`src/core/spp_pkg.sv`:
```
package spp_pkg;
  // register byte offsets
  localparam logic [7:0] CTRL_OFS = 8'h00;
  localparam logic [7:0] START_VEL_OFS = 8'h04;
  localparam logic [7:0] MAX_VEL_OFS = 8'h08;
  localparam logic [7:0] ACCEL_OFS = 8'h0C;
  localparam logic [7:0] LENGTH_OFS = 8'h10;
  localparam logic [7:0] FEEDBACK_OFS = 8'h14;
  localparam logic [7:0] POSITION_OFS = 8'h18;
  localparam logic [7:0] IRQ_STAT_OFS = 8'h1C;
  localparam logic [7:0] IRQ_MASK_OFS = 8'h20;
  // control fields
  localparam int CTRL_MODE_LSB = 0;
  localparam int CTRL_REF_BIT = 2;
  localparam int CTRL_REFFIT_BIT = 3;
  // feedback fields
  localparam int FB_BUSY_BIT = 24;
  localparam int FB_CONF_BIT = 25;
  localparam int FB_ABORT_BIT = 26;
  localparam int FB_DIR_BIT = 27;
  localparam int FB_PULSE_BIT = 28;
  // interrupt bits
  localparam int IRQ_DONE_BIT = 0;
  localparam int IRQ_ABORT_BIT = 1;
  localparam int IRQ_REF_BIT = 2;
  localparam int IRQ_W = 3;
  // widths and reset values
  localparam int VEL_W = 16;
  localparam int LEN_W = 24;
  localparam int ACC_W = 24;
  localparam logic [VEL_W-1:0] START_VEL_RST = 16'h0100;
  localparam logic [VEL_W-1:0] MAX_VEL_RST = 16'h1000;
  localparam logic [VEL_W-1:0] ACCEL_RST = 16'h0010;
  localparam logic [LEN_W-1:0] LENGTH_RST = 24'h000000;
  localparam logic [LEN_W-1:0] REF_SEARCH_LEN = 24'hFFFFFF;
  // direction settle time before first step
  localparam int CLK_MHZ = 100;
  localparam int DIR_SETTLE_NS = 1000;
  localparam int DIR_SETTLE_CYC = (DIR_SETTLE_NS * CLK_MHZ + 999) / 1000;
  localparam logic [7:0] SETTLE_LAST = 8'(DIR_SETTLE_CYC - 1);

  typedef enum logic [1:0] {
    MODE_STOP = 2'b00,
    MODE_FWD = 2'b01,
    MODE_BWD = 2'b10,
    MODE_NEUTRAL = 2'b11
  } spp_mode_t;

  typedef enum logic [2:0] {
    ST_IDLE = 3'b000,
    ST_SETTLE = 3'b001,
    ST_ACCEL = 3'b010,
    ST_CRUISE = 3'b011,
    ST_DECEL = 3'b100
  } spp_state_t;
endpackage

```
`src/core/spp_stepper_positioner.sv`:
```
// The APB interface to the registers and the placing of the registers were decided locally.
`timescale 1ns/1ps
// How it works
// - each step pulse lowers the distance to go by one and the job ends when it reaches zero.
// - a phase accumulator adds the present velocity every cycle, so pulse rate follows velocity.
// - velocity climbs by the acceleration per pulse, cruises, then falls by the same amount per pulse.
// - a limit switch in the travel direction halts the traverse and flags an abort.
// - the external stop input sends the motion into the deceleration ramp down to start speed.
// - the pulse inhibit input kills pulse output in the same cycle it is seen, with no ramp.
// - reference approach searches for the reference switch, or zeroes position at once if none is fitted.
// - a feedback word with distance to go and status bits is refreshed every cycle for the host.
// - configured, pulsing and aborted indicators are driven as outputs.
// - the mode field takes stop, start forwards, start backwards and neutral.
// - the motion engine runs on its own and never waits on the bus.
module spp_stepper_positioner (
  input wire logic clk,
  input wire logic arst_n,
  input wire logic psel,
  input wire logic penable,
  input wire logic pwrite,
  input wire logic [7:0] paddr,
  input wire logic [31:0] pwdata,
  output logic [31:0] prdata,
  output logic pready,
  output logic pslverr,
  input wire logic limitFwd,
  input wire logic limitBwd,
  input wire logic extStop,
  input wire logic pulse_inhibit_input,
  input wire logic refSwitch,
  output logic stepOut,
  output logic dirOut,
  output logic configuredIndicator,
  output logic pulsing_indicator,
  output logic aborted_indicator,
  output logic irq
);

  ////////////////////////////////////////////////////////////////////////////
  // input synchronisers
  logic [4:0] syncA;
  logic [4:0] syncB;
  always_ff @(posedge clk or negedge arst_n) begin
    if (!arst_n) begin
      syncA <= 5'h00;
      syncB <= 5'h00;
    end else begin
      syncA <= {refSwitch, pulse_inhibit_input, extStop, limitBwd, limitFwd};
      syncB <= syncA;
    end
  end
  wire limFwdS = syncB[0];
  wire limBwdS = syncB[1];
  wire extStopS = syncB[2];
  wire inhibitS = syncB[3];
  wire refS = syncB[4];

  ////////////////////////////////////////////////////////////////////////////
  // bus decode
  logic [1:0] mode;
  logic refApproach;
  logic refFitted;
  logic [spp_pkg::VEL_W-1:0] startVel;
  logic [spp_pkg::VEL_W-1:0] maxVel;
  logic [spp_pkg::VEL_W-1:0] accelStep;
  logic [spp_pkg::LEN_W-1:0] pathLen;
  logic [spp_pkg::IRQ_W-1:0] irqStat;
  logic [spp_pkg::IRQ_W-1:0] irqMask;
  logic [spp_pkg::LEN_W-1:0] remaining;
  logic [spp_pkg::LEN_W-1:0] position;
  logic [31:0] feedback;
  spp_pkg::spp_state_t state;

  wire accessDone = psel & penable & pready;
  wire wrEn = accessDone & pwrite;
  wire selCtrl = paddr == spp_pkg::CTRL_OFS;
  wire selStart = paddr == spp_pkg::START_VEL_OFS;
  wire selMax = paddr == spp_pkg::MAX_VEL_OFS;
  wire selAcc = paddr == spp_pkg::ACCEL_OFS;
  wire selLen = paddr == spp_pkg::LENGTH_OFS;
  wire selFb = paddr == spp_pkg::FEEDBACK_OFS;
  wire selPos = paddr == spp_pkg::POSITION_OFS;
  wire selStat = paddr == spp_pkg::IRQ_STAT_OFS;
  wire selMask = paddr == spp_pkg::IRQ_MASK_OFS;
  wire mapped = selCtrl | selStart | selMax | selAcc | selLen | selFb | selPos | selStat | selMask;
  wire ctrlWr = wrEn & selCtrl;
  wire cfgWr = wrEn & (selStart | selMax | selAcc);
  wire [1:0] wrMode = pwdata[spp_pkg::CTRL_MODE_LSB +: 2];
  wire wrRef = pwdata[spp_pkg::CTRL_REF_BIT];
  wire wrRefFit = pwdata[spp_pkg::CTRL_REFFIT_BIT];

  wire [31:0] readMux =
    selCtrl ? {28'h0000000, refFitted, refApproach, mode} :
    selStart ? {16'h0000, startVel} :
    selMax ? {16'h0000, maxVel} :
    selAcc ? {16'h0000, accelStep} :
    selLen ? {8'h00, pathLen} :
    selFb ? feedback :
    selPos ? {8'h00, position} :
    selStat ? {29'h00000000, irqStat} :
    selMask ? {29'h00000000, irqMask} : 32'h00000000;

  // one wait state: pready rises in the second access cycle
  always_ff @(posedge clk or negedge arst_n) begin
    if (!arst_n) begin
      pready <= 1'b0;
      pslverr <= 1'b0;
      prdata <= 32'h00000000;
    end else begin
      pready <= psel & penable & ~pready;
      pslverr <= psel & penable & ~pready & ~mapped;
      prdata <= (psel & penable & ~pready & ~pwrite) ? readMux : 32'h00000000;
    end
  end

  ////////////////////////////////////////////////////////////////////////////
  // configuration registers
  always_ff @(posedge clk or negedge arst_n) begin
    if (!arst_n) begin
      mode <= spp_pkg::MODE_NEUTRAL;
      refApproach <= 1'b0;
      refFitted <= 1'b0;
      startVel <= spp_pkg::START_VEL_RST;
      maxVel <= spp_pkg::MAX_VEL_RST;
      accelStep <= spp_pkg::ACCEL_RST;
      pathLen <= spp_pkg::LENGTH_RST;
      irqMask <= 3'h0;
    end else begin
      if (ctrlWr) begin
        mode <= wrMode;
        refApproach <= wrRef;
        refFitted <= wrRefFit;
      end
      if (wrEn & selStart)
        startVel <= pwdata[spp_pkg::VEL_W-1:0];
      if (wrEn & selMax)
        maxVel <= pwdata[spp_pkg::VEL_W-1:0];
      if (wrEn & selAcc)
        accelStep <= pwdata[spp_pkg::VEL_W-1:0];
      if (wrEn & selLen)
        pathLen <= pwdata[spp_pkg::LEN_W-1:0];
      if (wrEn & selMask)
        irqMask <= pwdata[spp_pkg::IRQ_W-1:0];
    end
  end

  ////////////////////////////////////////////////////////////////////////////
  // motion engine
  logic [spp_pkg::ACC_W-1:0] phaseAcc;
  logic [spp_pkg::VEL_W-1:0] vel;
  logic [spp_pkg::LEN_W-1:0] rampCnt;
  logic [7:0] settleCnt;
  logic stopReq;
  logic refRun;
  logic aborted;

  wire busy = state != spp_pkg::ST_IDLE;
  wire moving = busy & (state != spp_pkg::ST_SETTLE);
  wire startFwd = ctrlWr & (wrMode == spp_pkg::MODE_FWD);
  wire startBwd = ctrlWr & (wrMode == spp_pkg::MODE_BWD);
  wire stopCmd = ctrlWr & (wrMode == spp_pkg::MODE_STOP);
  wire refNoSwitch = (startFwd | startBwd) & wrRef & ~wrRefFit & ~busy;
  wire startJob = (startFwd | startBwd) & ~busy & ~refNoSwitch & ~inhibitS;
  wire [spp_pkg::ACC_W:0] accSum = {1'b0, phaseAcc} + {8'h00, vel};
  wire stepNow = moving & accSum[spp_pkg::ACC_W];
  wire limitHit = moving & (dirOut ? limBwdS : limFwdS);
  wire refHit = moving & refRun & refS;
  wire killNow = busy & inhibitS;
  wire [spp_pkg::LEN_W-1:0] remNext = remaining - 24'h000001;
  wire lastStep = stepNow & (remNext == 24'h000000);
  wire [spp_pkg::VEL_W:0] velUp = {1'b0, vel} + {1'b0, accelStep};
  wire [spp_pkg::VEL_W:0] velDn = {1'b0, vel} - {1'b0, accelStep};
  wire upSat = velUp >= {1'b0, maxVel};
  wire dnSat = velDn[spp_pkg::VEL_W] | (velDn[spp_pkg::VEL_W-1:0] <= startVel);
  wire needDecel = remNext <= rampCnt + 24'h000001;
  wire rampDone = stopReq & dnSat & stepNow;
  wire hardStop = killNow | limitHit | refHit;
  wire jobEnd = hardStop | lastStep | rampDone;
  wire stopAsk = busy & (extStopS | stopCmd);

  spp_pkg::spp_state_t next_state;
  always_comb begin
    next_state = state;
    unique case (state)
      spp_pkg::ST_IDLE: begin
        if (startJob)
          next_state = spp_pkg::ST_SETTLE;
      end
      spp_pkg::ST_SETTLE: begin
        if (killNow | stopAsk)
          next_state = spp_pkg::ST_IDLE;
        else if (settleCnt == spp_pkg::SETTLE_LAST)
          next_state = spp_pkg::ST_ACCEL;
      end
      spp_pkg::ST_ACCEL: begin
        if (jobEnd)
          next_state = spp_pkg::ST_IDLE;
        else if (stopAsk | (stepNow & needDecel))
          next_state = spp_pkg::ST_DECEL;
        else if (stepNow & upSat)
          next_state = spp_pkg::ST_CRUISE;
      end
      spp_pkg::ST_CRUISE: begin
        if (jobEnd)
          next_state = spp_pkg::ST_IDLE;
        else if (stopAsk | (stepNow & needDecel))
          next_state = spp_pkg::ST_DECEL;
      end
      spp_pkg::ST_DECEL: begin
        if (jobEnd)
          next_state = spp_pkg::ST_IDLE;
      end
      default: next_state = spp_pkg::ST_IDLE;
    endcase
  end

  always_ff @(posedge clk or negedge arst_n) begin
    if (!arst_n) begin
      state <= spp_pkg::ST_IDLE;
      settleCnt <= 8'h00;
    end else begin
      state <= next_state;
      settleCnt <= (state == spp_pkg::ST_SETTLE) ? settleCnt + 8'h01 : 8'h00;
    end
  end

  // velocity and ramp bookkeeping
  always_ff @(posedge clk or negedge arst_n) begin
    if (!arst_n) begin
      vel <= 16'h0000;
      phaseAcc <= 24'h000000;
      rampCnt <= 24'h000000;
      stopReq <= 1'b0;
    end else if (!moving || jobEnd) begin
      vel <= startVel;
      phaseAcc <= 24'h000000;
      rampCnt <= 24'h000000;
      stopReq <= 1'b0;
    end else begin
      phaseAcc <= accSum[spp_pkg::ACC_W-1:0];
      if (stopAsk)
        stopReq <= 1'b1;
      if (stepNow && state == spp_pkg::ST_ACCEL) begin
        vel <= upSat ? maxVel : velUp[spp_pkg::VEL_W-1:0];
        rampCnt <= rampCnt + 24'h000001;
      end else if (stepNow && state == spp_pkg::ST_DECEL) begin
        vel <= dnSat ? startVel : velDn[spp_pkg::VEL_W-1:0];
      end
    end
  end

  // distance, position, direction and step pin
  always_ff @(posedge clk or negedge arst_n) begin
    if (!arst_n) begin
      remaining <= 24'h000000;
      position <= 24'h000000;
      dirOut <= 1'b0;
      stepOut <= 1'b0;
      refRun <= 1'b0;
    end else begin
      stepOut <= stepNow & ~killNow;
      if (startJob) begin
        dirOut <= startBwd;
        refRun <= wrRef;
        remaining <= wrRef ? spp_pkg::REF_SEARCH_LEN : pathLen;
      end else if (refNoSwitch | refHit) begin
        position <= 24'h000000;
        remaining <= 24'h000000;
      end else if (stepNow & ~killNow) begin
        remaining <= remNext;
        position <= dirOut ? position - 24'h000001 : position + 24'h000001;
      end else if (!busy) begin
        refRun <= 1'b0;
      end
    end
  end

  ////////////////////////////////////////////////////////////////////////////
  // status, indicators, interrupts
  wire [spp_pkg::IRQ_W-1:0] irqEvent;
  assign irqEvent[spp_pkg::IRQ_DONE_BIT] = busy & (lastStep | rampDone) & ~hardStop;
  assign irqEvent[spp_pkg::IRQ_ABORT_BIT] = (killNow | limitHit) | (startJob & 1'b0);
  assign irqEvent[spp_pkg::IRQ_REF_BIT] = refHit | refNoSwitch;
  wire [spp_pkg::IRQ_W-1:0] irqClr = (wrEn & selStat) ? pwdata[spp_pkg::IRQ_W-1:0] : 3'h0;

  always_ff @(posedge clk or negedge arst_n) begin
    if (!arst_n) begin
      irqStat <= 3'h0;
      irq <= 1'b0;
      aborted <= 1'b0;
      configuredIndicator <= 1'b0;
      pulsing_indicator <= 1'b0;
      aborted_indicator <= 1'b0;
      feedback <= 32'h00000000;
    end else begin
      // a new event wins over a same-cycle clear
      irqStat <= (irqStat & ~irqClr) | irqEvent;
      irq <= |(((irqStat & ~irqClr) | irqEvent) & irqMask);
      if (killNow | limitHit)
        aborted <= 1'b1;
      else if (startJob)
        aborted <= 1'b0;
      if (cfgWr)
        configuredIndicator <= 1'b1;
      pulsing_indicator <= moving & ~jobEnd;
      aborted_indicator <= aborted;
      feedback <= {3'b000, moving, dirOut, aborted, configuredIndicator, busy, remaining};
    end
  end

endmodule

```
`config.mk`:
```
export PLATFORM = sky130hd
export DESIGN_NAME = spp_stepper_positioner
export DESIGN_NICKNAME = d
export VERILOG_FILES = /design/src/core/spp_pkg.sv /design/src/core/spp_stepper_positioner.sv
export SDC_FILE = /design/constraint.sdc
export NUM_CORES = 1
export LEC_CHECK = 0
export BUFFER_PORTS_ARGS = -buffer_cell sky130_fd_sc_hd__buf_2
export CAP_MARGIN = 20
export CORE_ASPECT_RATIO = 1.25
export CORE_MARGIN = 2
export CORE_UTILIZATION = 40
export DETAILED_ROUTE_END_ITERATION = 6
export MAX_ROUTING_LAYER = met4
export PLACE_DENSITY_LB_ADDON = 0.08
export SLEW_MARGIN = 20
export SYNTH_ARGS = -nofsm -noshare
export SYNTH_HDL_FRONTEND = slang
export SYNTH_SLANG_ARGS = --single-unit
```
`constraint.sdc`:
```
create_clock -name clk -period 6.25 [get_ports clk]
set_clock_uncertainty 0.05 [all_clocks]
set_input_delay 0.3125 -clock clk [delete_from_list [all_inputs] [get_ports clk]]
set_output_delay 0.3125 -clock clk [all_outputs]
set_load 0.02 [all_outputs]
```
After elaboration in Yosys (flattened, before gate mapping)
Cells that the tools add are included.
- bits in registers: 284
- bits in latches: 0
- RAM bits: 0
- ROM bits: 0
- input bits: 50
- output and inout port bits: 40
- logic and storage cells: 206
- memories kept: 0
- add/subtract/negate cells: 8
- $mul: 0
- divide/modulo/power cells: 0
- order comparisons: 3
- equality and inequality tests: 24
- shift operators: 0
- muxes and demuxes: 46
- bitwise gates (word level): 75
- reductions and logical operators: 19
- operators with widths (operator ; count):
    $mux W24 ; 11
    $mux W29 ; 7
    $mux W16 ; 5
    $add A24 B1 Y24 const B ; 2
    $sub A24 B1 Y24 const B ; 2
    $and A1 B1 Y1 ; 39
    $mux W3 ; 12
    $eq A8 B5 Y1 const B ; 4
    $add A24 B16 Y25 ; 1
    $le A24 B24 Y1 ; 1
    $logic_not A24 Y1 ; 1
    $or A1 B1 Y1 ; 21
    $add A16 B16 Y17 ; 1
    $ge A17 B16 Y1 ; 1
    $sub A16 B16 Y17 ; 1
    $eq A8 B4 Y1 const B ; 2
    $le A16 B16 Y1 ; 1
    $pmux W3 S5 ; 1
    $not A1 Y1 ; 11
    $mux W1 ; 9
    $reduce_bool A3 Y1 ; 3
    $add A8 B1 Y8 const B ; 1
    $eq A8 B3 Y1 const B ; 1
    $eq A8 B6 Y1 const B ; 1
    other kinds (26) ; 36

Logic depth before layout (Yosys ltp)
Gate-level depths: netlist of run 1.
- depth in word-level cells: 14
- mapped depth: 23
- mapped depth without buffers: 22

Least setup slack after synthesis of run 1
OpenSTA, ideal clock, no wires.
- path type: register to register
- from: reg accelStep[1] (netlist bit)
- to: reg vel[2] (netlist bit)
- setup time: 138 ps
- data arrival time: 4535 ps
- required time: 6062 ps
- setup slack: 1527 ps
- cell stages (with the launch flop): 21
- buffers on the path: 1
- period minus slack after synthesis: 4723 ps
- cell sequence: dfrtp_1 > inv_1 > ha_1 > nor2b_1 > o31a_1 > o211a_1 > a311o_1 > a211o_1 > nand2_1 > xnor2_1 > ha_1 > nand2_1 > nor4_1 > a21boi_0 > nor4_1 > a211oi_1 > buf_2 > mux2i_1 > nor4_1 > a2111oi_0 > a21oi_1
- cells in the longest elaborated chain, start to end: 8
- elaborated cells between the ends (all ways): 15
- those cells by class: add/sub (2); order compare (2); mux (5); bitwise (4); reduce/logical (2)
- RTL lines (element ; line ; text):
    from (decl) ; spp_stepper_positioner.sv:65 ; logic [spp_pkg::VEL_W-1:0] accelStep;
    from (signal assigned) ; spp_stepper_positioner.sv:125 ; accelStep <= spp_pkg::ACCEL_RST;
    from (signal assigned) ; spp_stepper_positioner.sv:139 ; accelStep <= pwdata[spp_pkg::VEL_W-1:0];
    $sub A16 B16 Y17 ; spp_stepper_positioner.sv:172 ; wire [spp_pkg::VEL_W:0] velDn = {1'b0, vel} - {1'b0, accelStep};
    $le A16 B16 Y1 ; spp_stepper_positioner.sv:174 ; wire dnSat = velDn[spp_pkg::VEL_W] | (velDn[spp_pkg::VEL_W-1:0] <= startVel);
    $or A1 B1 Y1 ; spp_stepper_positioner.sv:174 ;
    $and A1 B1 Y1 (2 in series) ; spp_stepper_positioner.sv:176 ; wire rampDone = stopReq & dnSat & stepNow;
    $or A1 B1 Y1 ; spp_stepper_positioner.sv:178 ; wire jobEnd = hardStop | lastStep | rampDone;
    $logic_or A1 B1 Y1 ; spp_stepper_positioner.sv:234 ; end else if (!moving || jobEnd) begin
    $reduce_bool A3 Y1 (no line) / $mux W16 (equally long branches) ; - ;
    to (signal assigned) ; spp_stepper_positioner.sv:235 ; vel <= startVel;
    to (signal assigned) ; spp_stepper_positioner.sv:244 ; vel <= upSat ? maxVel : velUp[spp_pkg::VEL_W-1:0];
    to (signal assigned) ; spp_stepper_positioner.sv:247 ; vel <= dnSat ? startVel : velDn[spp_pkg::VEL_W-1:0];
    to (decl) ; spp_stepper_positioner.sv:150 ; logic [spp_pkg::VEL_W-1:0] vel;
Parallel ways exist; a longest one is shown, timed or not. The select of a mux whose other input is x is not followed.
A chain may end at the register's enable or synchronous reset.

Final worst setup path of run 1
- from: reg vel[9] (netlist bit)
- to: reg vel[2] (netlist bit)
- cells in the longest elaborated chain, start to end: 8
- elaborated cells between the ends (all ways): 21
- those cells by class: add/sub (3); order compare (2); mux (5); bitwise (7); reduce/logical (4)
- RTL lines (element ; line):
    $sub A16 B16 Y17 ; spp_stepper_positioner.sv:172
    $le A16 B16 Y1 ; spp_stepper_positioner.sv:174
    $or A1 B1 Y1 ; spp_stepper_positioner.sv:174
    $and A1 B1 Y1 (2 in series) ; spp_stepper_positioner.sv:176
    $or A1 B1 Y1 ; spp_stepper_positioner.sv:178
    $logic_or A1 B1 Y1 ; spp_stepper_positioner.sv:234
    $reduce_bool A3 Y1 (no line) / $mux W16 (equally long branches) ; -
Parallel ways exist; a longest one is shown, timed or not. The select of a mux whose other input is x is not followed.

==> key figures, run 1 <==
Status
  – Status: completed

Drt
  – Antenna violation net count after detailed routing: 0
  – Via density per instance: between 5 and 6
  – Total Wirelength: about 53 mm
  – DRC: 0
  – Vias after detailed routing: 14200
  – Initial DRC Count: 742
  – Avg WL per Cell: 20.8 um
  – First-pass DRT Iterations: 7

Hold path
  – Hold WC Path Type: input port to flop

Clock network
  – Max Buffers Root-to-Sink: 3
  – CTS tree: done
  – Total CTS buffers: 34
  – Clk sinks: 283
  – CTS resizes: 0
  – Root buf cell: clkbuf_16
  – CTS clk-pin slew, worst paths: approximately 0.06 ns
  – Worst skew pair latency: between 0.5 and 0.6 ns
  – CTS H-tree depth: 2

Yosys
  – Most used DFF post-synth: dfrtp_1
  – Number of distinct library cells after synthesis: slightly below 90
  – Synthesized cell area: approximately 18000 sq um
  – Async SR Flop Fraction: 100%
  – Seq/Total Area, Yosys: about two fifths
  – Mean cell area of the mapped netlist: ~9 sq um
  – Post-Synthesis Cells: roughly 1900
  – Flops & latches, synth: ~280
  – Ys Warns: 0
  – EDFF count, synth: 0

Worst setup path
  – Setup crit start kind: flop
  – Max incr delay on CP: ~0.67 ns
  – Worst setup EP type: flop
  – Worst-path cell chain: ha_1 -> inv_1 -> a221oi_1 -> o41ai_1 -> a31oi_1 -> xnor2_1 -> ha_1 -> a211o_1 -> a2111oi_0 -> a211o_1 -> o2111a_1 -> buf_4 -> mux2i_1 -> nor2_1 -> a2111oi_0 -> a21oi_1
  – CP top delay family: compound AO/OA/AOI/OAI gates
  – Req. time, crit path: around 6.6 ns
  – Slowest CP cell: a2111oi_0
  – Setup Crit Path Kind: flop to flop
  – Worst Path Arrival: ~6 ns
  – Worst-path fanout max: 27
  – Crit path buf inv count: 2

Power
  – Max IR drop VDD: roughly 0.25 mV
  – Cell Pwr Density: between 200 and 300 nW/um^2
  – Pleak: roughly 9.2 nW

Final layout
  – Layout Nets: approximately 2100
  – FILL cells: 4231
  – Layout area overhead: 13.5%
  – Most frequent cells in the layout: dfrtp_1 (278), nand2_1 (201), nor2_1 (169), o21ai_0 (133), ha_1 (130)
  – Antenna fix cells: 0
  – Most common cell after layout, fill and taps aside: dfrtp_1
  – Layout cells sized above 1: 13.1%
  – Number of standard cells in the final layout excluding fillers: between 2000 and 3000

Timing
  – RSZ-0062 raised after global routing: no
  – Final Critical Period: about 5.5 ns
  – Achievable Freq: 181 MHz
  – Slew HR: 34.7%
  – Hold slack final: 0.0431 ns
  – Slew @ Worst Pin: slightly below 1 ns
  – Final setup viols: 0
  – Setup TNS: 0 ns
  – Period utilisation layout: roughly 88%
  – Fin. Hold Viols: 0
  – Worst Setup Slack, final: approximately 0.74 ns
  – Pins Over Slew Limit: 0

GRT
  – Largest net degree at the start of global routing: about 140
  – Vias in the first global route: between 10000 and 15000
  – Initial antenna violation count: 2
  – First-pass GRT wire length: between 80 and 90 mm
  – Grt ovf: 0
  – GR Util All Layers: ~24%

Die
  – Die W: approximately 190 um
  – Die ar.: roughly 46000 sq um
  – Core Rows: 85
  – Die height: approximately 240 um
  – Initial Util: between 40% and 50%
  – Core area: approximately 43000 sq um
  – Num ports: 90

Placement
  – GPL Wtd Cong: just under 0.9
  – Post-Place Setup Slack: 0.929 ns
  – Placed instance count: ~2500
  – I/O Buffers: 78
  – Detailed placer's ending HPWL: 40.1 mm

Job
  – Max_cap viols: 0
-- tightest hold or removal path: cells and delay by family --
| kind | cells | cell delay [ns] |
|---|---|---|
| buf+inv | 1 | 0.15 |
| simple gates | 1 | 0.06 |
| compound gates | 1 | 0.06 |
-- Yosys cell counts, drive strengths merged, types with 6 or more instances --
library cell / count / area, sq um
dfrtp: 278 / 6960
nand2: 202 / 766
nor2: 170 / 638
o21ai: 135 / 679
ha: 130 / 1630
a21oi: 109 / 549
inv: 87 / 327
xnor2: 75 / 657
clkbuf: 67 / 253
mux2: 65 / 732
xor2: 54 / 473
nand3: 51 / 255
nor3: 41 / 215
mux2i: 35 / 350
or3: 32 / 205
a21o: 30 / 225
nand4: 22 / 138
buf: 20 / 133
a31oi: 18 / 113
o21a: 17 / 128
a22oi: 16 / 120
o211ai: 16 / 120
nor2b: 15 / 93.8
and3: 14 / 87.6
a211oi: 13 / 97.6
and2: 13 / 81.3
nand2b: 13 / 83.8
nor4: 13 / 87.6
o21bai: 10 / 75.1
o31ai: 8 / 60.1
a211o: 6 / 52.6
a222oi: 6 / 60.1
o22a: 6 / 52.6
or2: 6 / 37.5
-- routing by layer --
metal  vias to the layer above  track usage [%]  share of wire, %
met1                      6958             29.3                42
li1                       6846                -                 -
met2                       286             42.2                51
met5                         -                -                 0
met4                         0             9.74               4.2
met3                       121             2.34               2.8
-- per-stage QoR --
stage,utilization [%],power [mW],cell area (sq um)
after floorplan,-,3.05,17500
after global placement,42.8,3.50,18500
after detailed placement,42.8,3.50,18500
after CTS,46.1,5.78,19900
after global routing,46.1,6.01,19900
final,46.1,5.72,19900
-- state kept, by name, indices dropped and copies added, names as in the netlist, 24 cells and up --
signal	cells
position	24
prdata	29
phaseAcc	24
remaining	24
feedback	29
rampCnt	24
pathLen	24
-- kinds of logic (layout without fill, tap and decap cells) --
family | Yosys count | in the layout | synth area share, %
compound gates | 453 | 453 | 16.6
xor+xnor | 129 | 129 | 6.44
fa+ha+maj | 134 | 134 | 9.73
buf+inv | 175 | 267 | 4.08
flops | 283 | 283 | 40.4
mux | 100 | 100 | 6.17
other cells | 1 | 3 | 0.0214
simple gates | 615 | 615 | 16.5
-- repair_timing --
action | 4_1_cts | 5_1_grt
endpoints found under the hold margin | 100 | 0
buffers inserted | 0 | 0
hold buffers | 15 | 0
-- final timing paths --
| check | slack (ns) | endpoint | start | cells after the start |
|---|---|---|---|---|
| worst max-delay path | 0.74 | vel[2]$_DFFE_PN0P_ | vel[9]$_DFFE_PN0P_ | 16 |
| worst min-delay path | 0.04 | maxVel[10]$_DFFE_PN0P_ | pwdata[10] | 3 |
| worst max register to register | 0.74 | vel[2]$_DFFE_PN0P_ | vel[9]$_DFFE_PN0P_ | 16 |
| worst min register to register | 0.30 | syncB[1]$_DFF_PN0_ | syncA[1]$_DFF_PN0_ | 0 |
| max in group asynchronous | 4.41 | irqMask[0]$_DFFE_PN0P_ | arst_n | 3 |
| min in group asynchronous | 0.31 | vel[7]$_DFFE_PN0P_ | arst_n | 2 |
-- where the power goes --
| group | internal (mW) | total (mW) | switching, mW |
|---|---|---|---|
| logic | 0.561 | 1.50 | 0.935 |
| clock network | 1.39 | 2.24 | 0.843 |
| registers | 1.90 | 1.99 | 0.0837 |
| total | 3.86 | 5.72 | 1.86 |
-- final cells by class --
| type | count | area, sq um | share of cell area (%) |
|---|---|---|---|
| Inverter | 88 | 330 | 1.66 |
| Tap cell | 565 | 707 | 3.55 |
| Timing Repair Buffer | 117 | 743 | 3.74 |
| Clock buffer | 42 | 965 | 4.85 |
| Multi-Input combinational cell | 1434 | 9770 | 49.1 |
| Clock inverter | 20 | 299 | 1.50 |
| Sequential cell | 283 | 7090 | 35.6 |
Power figures use the tool's default switching activity.
==> run 2: changes to the inputs <==
- PLACE_DENSITY_LB_ADDON: 0.08 -> unset
==> run 2 against run 1 <==
Net effect:
- global-route usage decreased by 0.96 points
- count of clock-buffer cells in the layout decreased by 4
- non-clock buffer count increased by 14
- largest power group is now registers
- via count increased by 1.9%
==> key figures, run 2 (synthesized netlist as in run 1, its figures left out) <==
Power
  – Clock power frac: 35.4% (-3.7 points)
  – Pleak: 9.19 nW (-0.22%)
  – Cell Pwr Density: 274 nW/um^2 (-4.8%)
  – Logic pwr share: 28.0% (+1.9 points)
  – Tot Pwr: 5.43 mW (-5.1%)
  – P_int: 3.60 mW (-6.9%)
  – Net switching fraction of the power: 33.8% (+1.2 points)
  – P_sw: 1.83 mW (-1.5%)
  – Sequential Power Share: 36.6% (+1.8 points)
  – Max IR drop VDD: 0.222 mV (-12%)

Placement
  – Post-Place Setup Slack: 0.897 ns (-0.0319 ns)
  – Detailed placer's ending HPWL: 38.3 mm (-4.5%)
  – GPL Wtd Cong: 0.971 (+10%)
  – I/O Buffers: 78 (unchanged)
  – Placed instance count: 2473 (+0.040%)

Worst setup path
  – Slowest CP cell: or4b_1
  – RR Endpoint: vel[4]$_DFFE_PN0P_
  – Max incr delay on CP: 0.67 ns (about the same)
  – Worst Path Arrival: 5.80 ns (-0.06 ns)
  – Worst setup EP type: flop
  – Setup Crit Path Kind: flop to flop
  – Setup crit start kind: flop
  – Worst-path fanout max: 6 (-78%)
  – Flop-to-flop setup slack: 0.87 ns (+0.13 ns)
  – Reg2Reg Depth: 19 (+3)
  – Launching point of the worst reg2reg path: accelStep[1]$_DFFE_PN0P_
  – Req. time, crit path: 6.67 ns (+0.07 ns)
  – Worst-path cell chain: inv_1 -> ha_1 -> nor2b_1 -> o31a_1 -> o211a_1 -> a311o_1 -> a211o_1 -> nand2_1 -> xnor2_1 -> ha_1 -> nand2_1 -> nor4_1 -> a21boi_0 -> nor4_1 -> a211oi_2 -> or4b_1 -> o22ai_1 -> a21oi_1 -> o22a_1

Job
  – Max_cap viols: 0 (unchanged)

Status
  – Status: completed

Final layout
  – Biggest regs: feedback (29), prdata (29)
  – Most common cell after layout, fill and taps aside: dfrtp_1
  – Layout Nets: 2153 (+0.51%)
  – Most frequent cells in the layout: dfrtp_1 (278), nand2_1 (201), nor2_1 (169), o21ai_0 (133), ha_1 (130)
  – Number of standard cells in the final layout excluding fillers: 2560 (+0.43%)
  – Layout area overhead: 13.1%
  – Layout cells sized above 1: 12.7% (-0.32 points)

Die
  – Die ar.: 45500 sq um (unchanged)
  – Initial Util: 40.6% (unchanged)
  – Die height: 238 um (unchanged)
  – Num ports: 90 (unchanged)
  – Die W: 191 um (unchanged)
  – Core Rows: 85 (unchanged)
  – Core area: 43200 sq um (unchanged)

Timing
  – Slew HR: 25.0% (-9.7 points)
  – Final setup viols: 0 (unchanged)
  – Final Critical Period: 5.38 ns (-0.133 ns)
  – Fin. Hold Viols: 0 (unchanged)
  – Hold slack final: 0.0300 ns (-0.0130 ns)
  – RSZ-0062 raised after global routing: no
  – Setup TNS: 0 ns (unchanged)
  – Period utilisation layout: 86.1% (-2.1 points)
  – Pins Over Slew Limit: 0 (unchanged)
  – Achievable Freq: 186 MHz (+2.5%)
  – Worst Setup Slack, final: 0.871 ns (+0.133 ns)
  – Slew @ Worst Pin: 1.12 ns (+0.152 ns)

Clock network
  – CTS clk-pin slew, worst paths: 0.07 ns (about the same)
  – Total CTS buffers: 31 (-8.8%)
  – CTS tree: done
  – Worst skew pair latency: 0.59 ns (+0.06 ns)
  – Root buf cell: clkbuf_16
  – Post-CTS Setup Repair Bufs: 0 (unchanged)
  – CTS H-tree depth: 1 (-1)
  – Max Buffers Root-to-Sink: 3 (unchanged)
  – CTS Hold Buffers Added: 28 (+13)
  – Clk sinks: 283 (unchanged)
  – CTS resizes: 0 (unchanged)

GRT
  – Largest net degree at the start of global routing: 139 (+2.2%)
  – Grt ovf: 0 (unchanged)
  – First-pass GRT wire length: 82.0 mm (-1.2%)
  – Initial antenna violation count: 2 (unchanged)
  – GR Util All Layers: 23.5% (-0.96 points)
  – Vias in the first global route: 14700 (+2.6%)

Drt
  – Vias after detailed routing: 14500 (+1.9%)
  – First-pass DRT Iterations: 5 (-2)
  – Total Wirelength: 51.1 mm (-3.8%)
  – Antenna violation net count after detailed routing: 0 (unchanged)
  – Initial DRC Count: 1039 (+40%)
  – Avg WL per Cell: 20.0 um (-4.3%)
  – Via density per instance: 5.66 (+1.5%)
  – DRC: 0 (unchanged)

Hold path
  – Hold path depth: 3 (unchanged)
  – Worst hold start: psel
  – Hold endpoint: pready$_DFF_PN0_
  – Hold WC Path Type: input port to flop
run 2: cell types whose count changed in the layout (fill, tap and decap cells not counted), sizes merged:
| cell | delta |
|---|---|
| dlygate4sd3 | +13 |
| inv | +4 |
| buf | +1 |
| clkbuf | -4 |
| bufinv | -3 |
| clkinvlp | -4 |
| clkinv | +3 |
| diode | +1 |
run 2: metrics by stage:
stage	cell area, sq um	util (%)
2_1_floorplan	17500	-
3_3_place_gp	18500	42.8
3_5_place_dp	18500	42.8
4_1_cts	19800	45.9
5_1_grt	19800	45.9
6_report	19800	45.9
run 2: worst max path at each step:
stage	cells after the start	start	end
after floorplan	20	accelStep[1]$_DFFE_PN0P_	vel[2]$_DFFE_PN0P_
after global placement	19	accelStep[1]$_DFFE_PN0P_	vel[6]$_DFFE_PN0P_
after detailed placement	19	accelStep[1]$_DFFE_PN0P_	vel[8]$_DFFE_PN0P_
after CTS	19	accelStep[1]$_DFFE_PN0P_	vel[4]$_DFFE_PN0P_
after global routing	16	vel[8]$_DFFE_PN0P_	vel[2]$_DFFE_PN0P_
final	19	accelStep[1]$_DFFE_PN0P_	vel[4]$_DFFE_PN0P_
run 2: worst max-delay path: cells and delay by family (launching register included):
family / cells / cell delay, ns
flops: 1 / 0.52
xor+xnor: 1 / 0.09
compound gates: 9 / 2.44
fa+ha+maj: 2 / 0.65
simple gates: 6 / 1.45
buf+inv: 1 / 0.08
run 2: area by class of cell:
type	instances	area, sq um
antenna	1	2.50
clock buffer	38	832
clock inverter	20	229
fill	4217	23300
inverter	88	330
multi-input combinational	1434	9770
sequential	283	7090
tap	565	707
timing repair buffer	131	881
run 2: power by group through the flow:
stage	clock network, mW	registers, mW	logic [mW]
floorplan	0	1.98	1.07
global placement	0	2.02	1.48
detailed placement	0	2.02	1.49
CTS	1.96	1.99	1.51
global route	2.04	2.00	1.67
finish	1.92	1.99	1.52
run 2: layer usage:
metal / GRT usage [%] / routed length [um] / vias to the layer above
met5: - / 0 / -
met4: 8.30 / 1740 / 0
met3: 2.21 / 2020 / 100
met2: 40.8 / 26100 / 347
met1: 28.4 / 21300 / 7152
li1: - / - / 6883
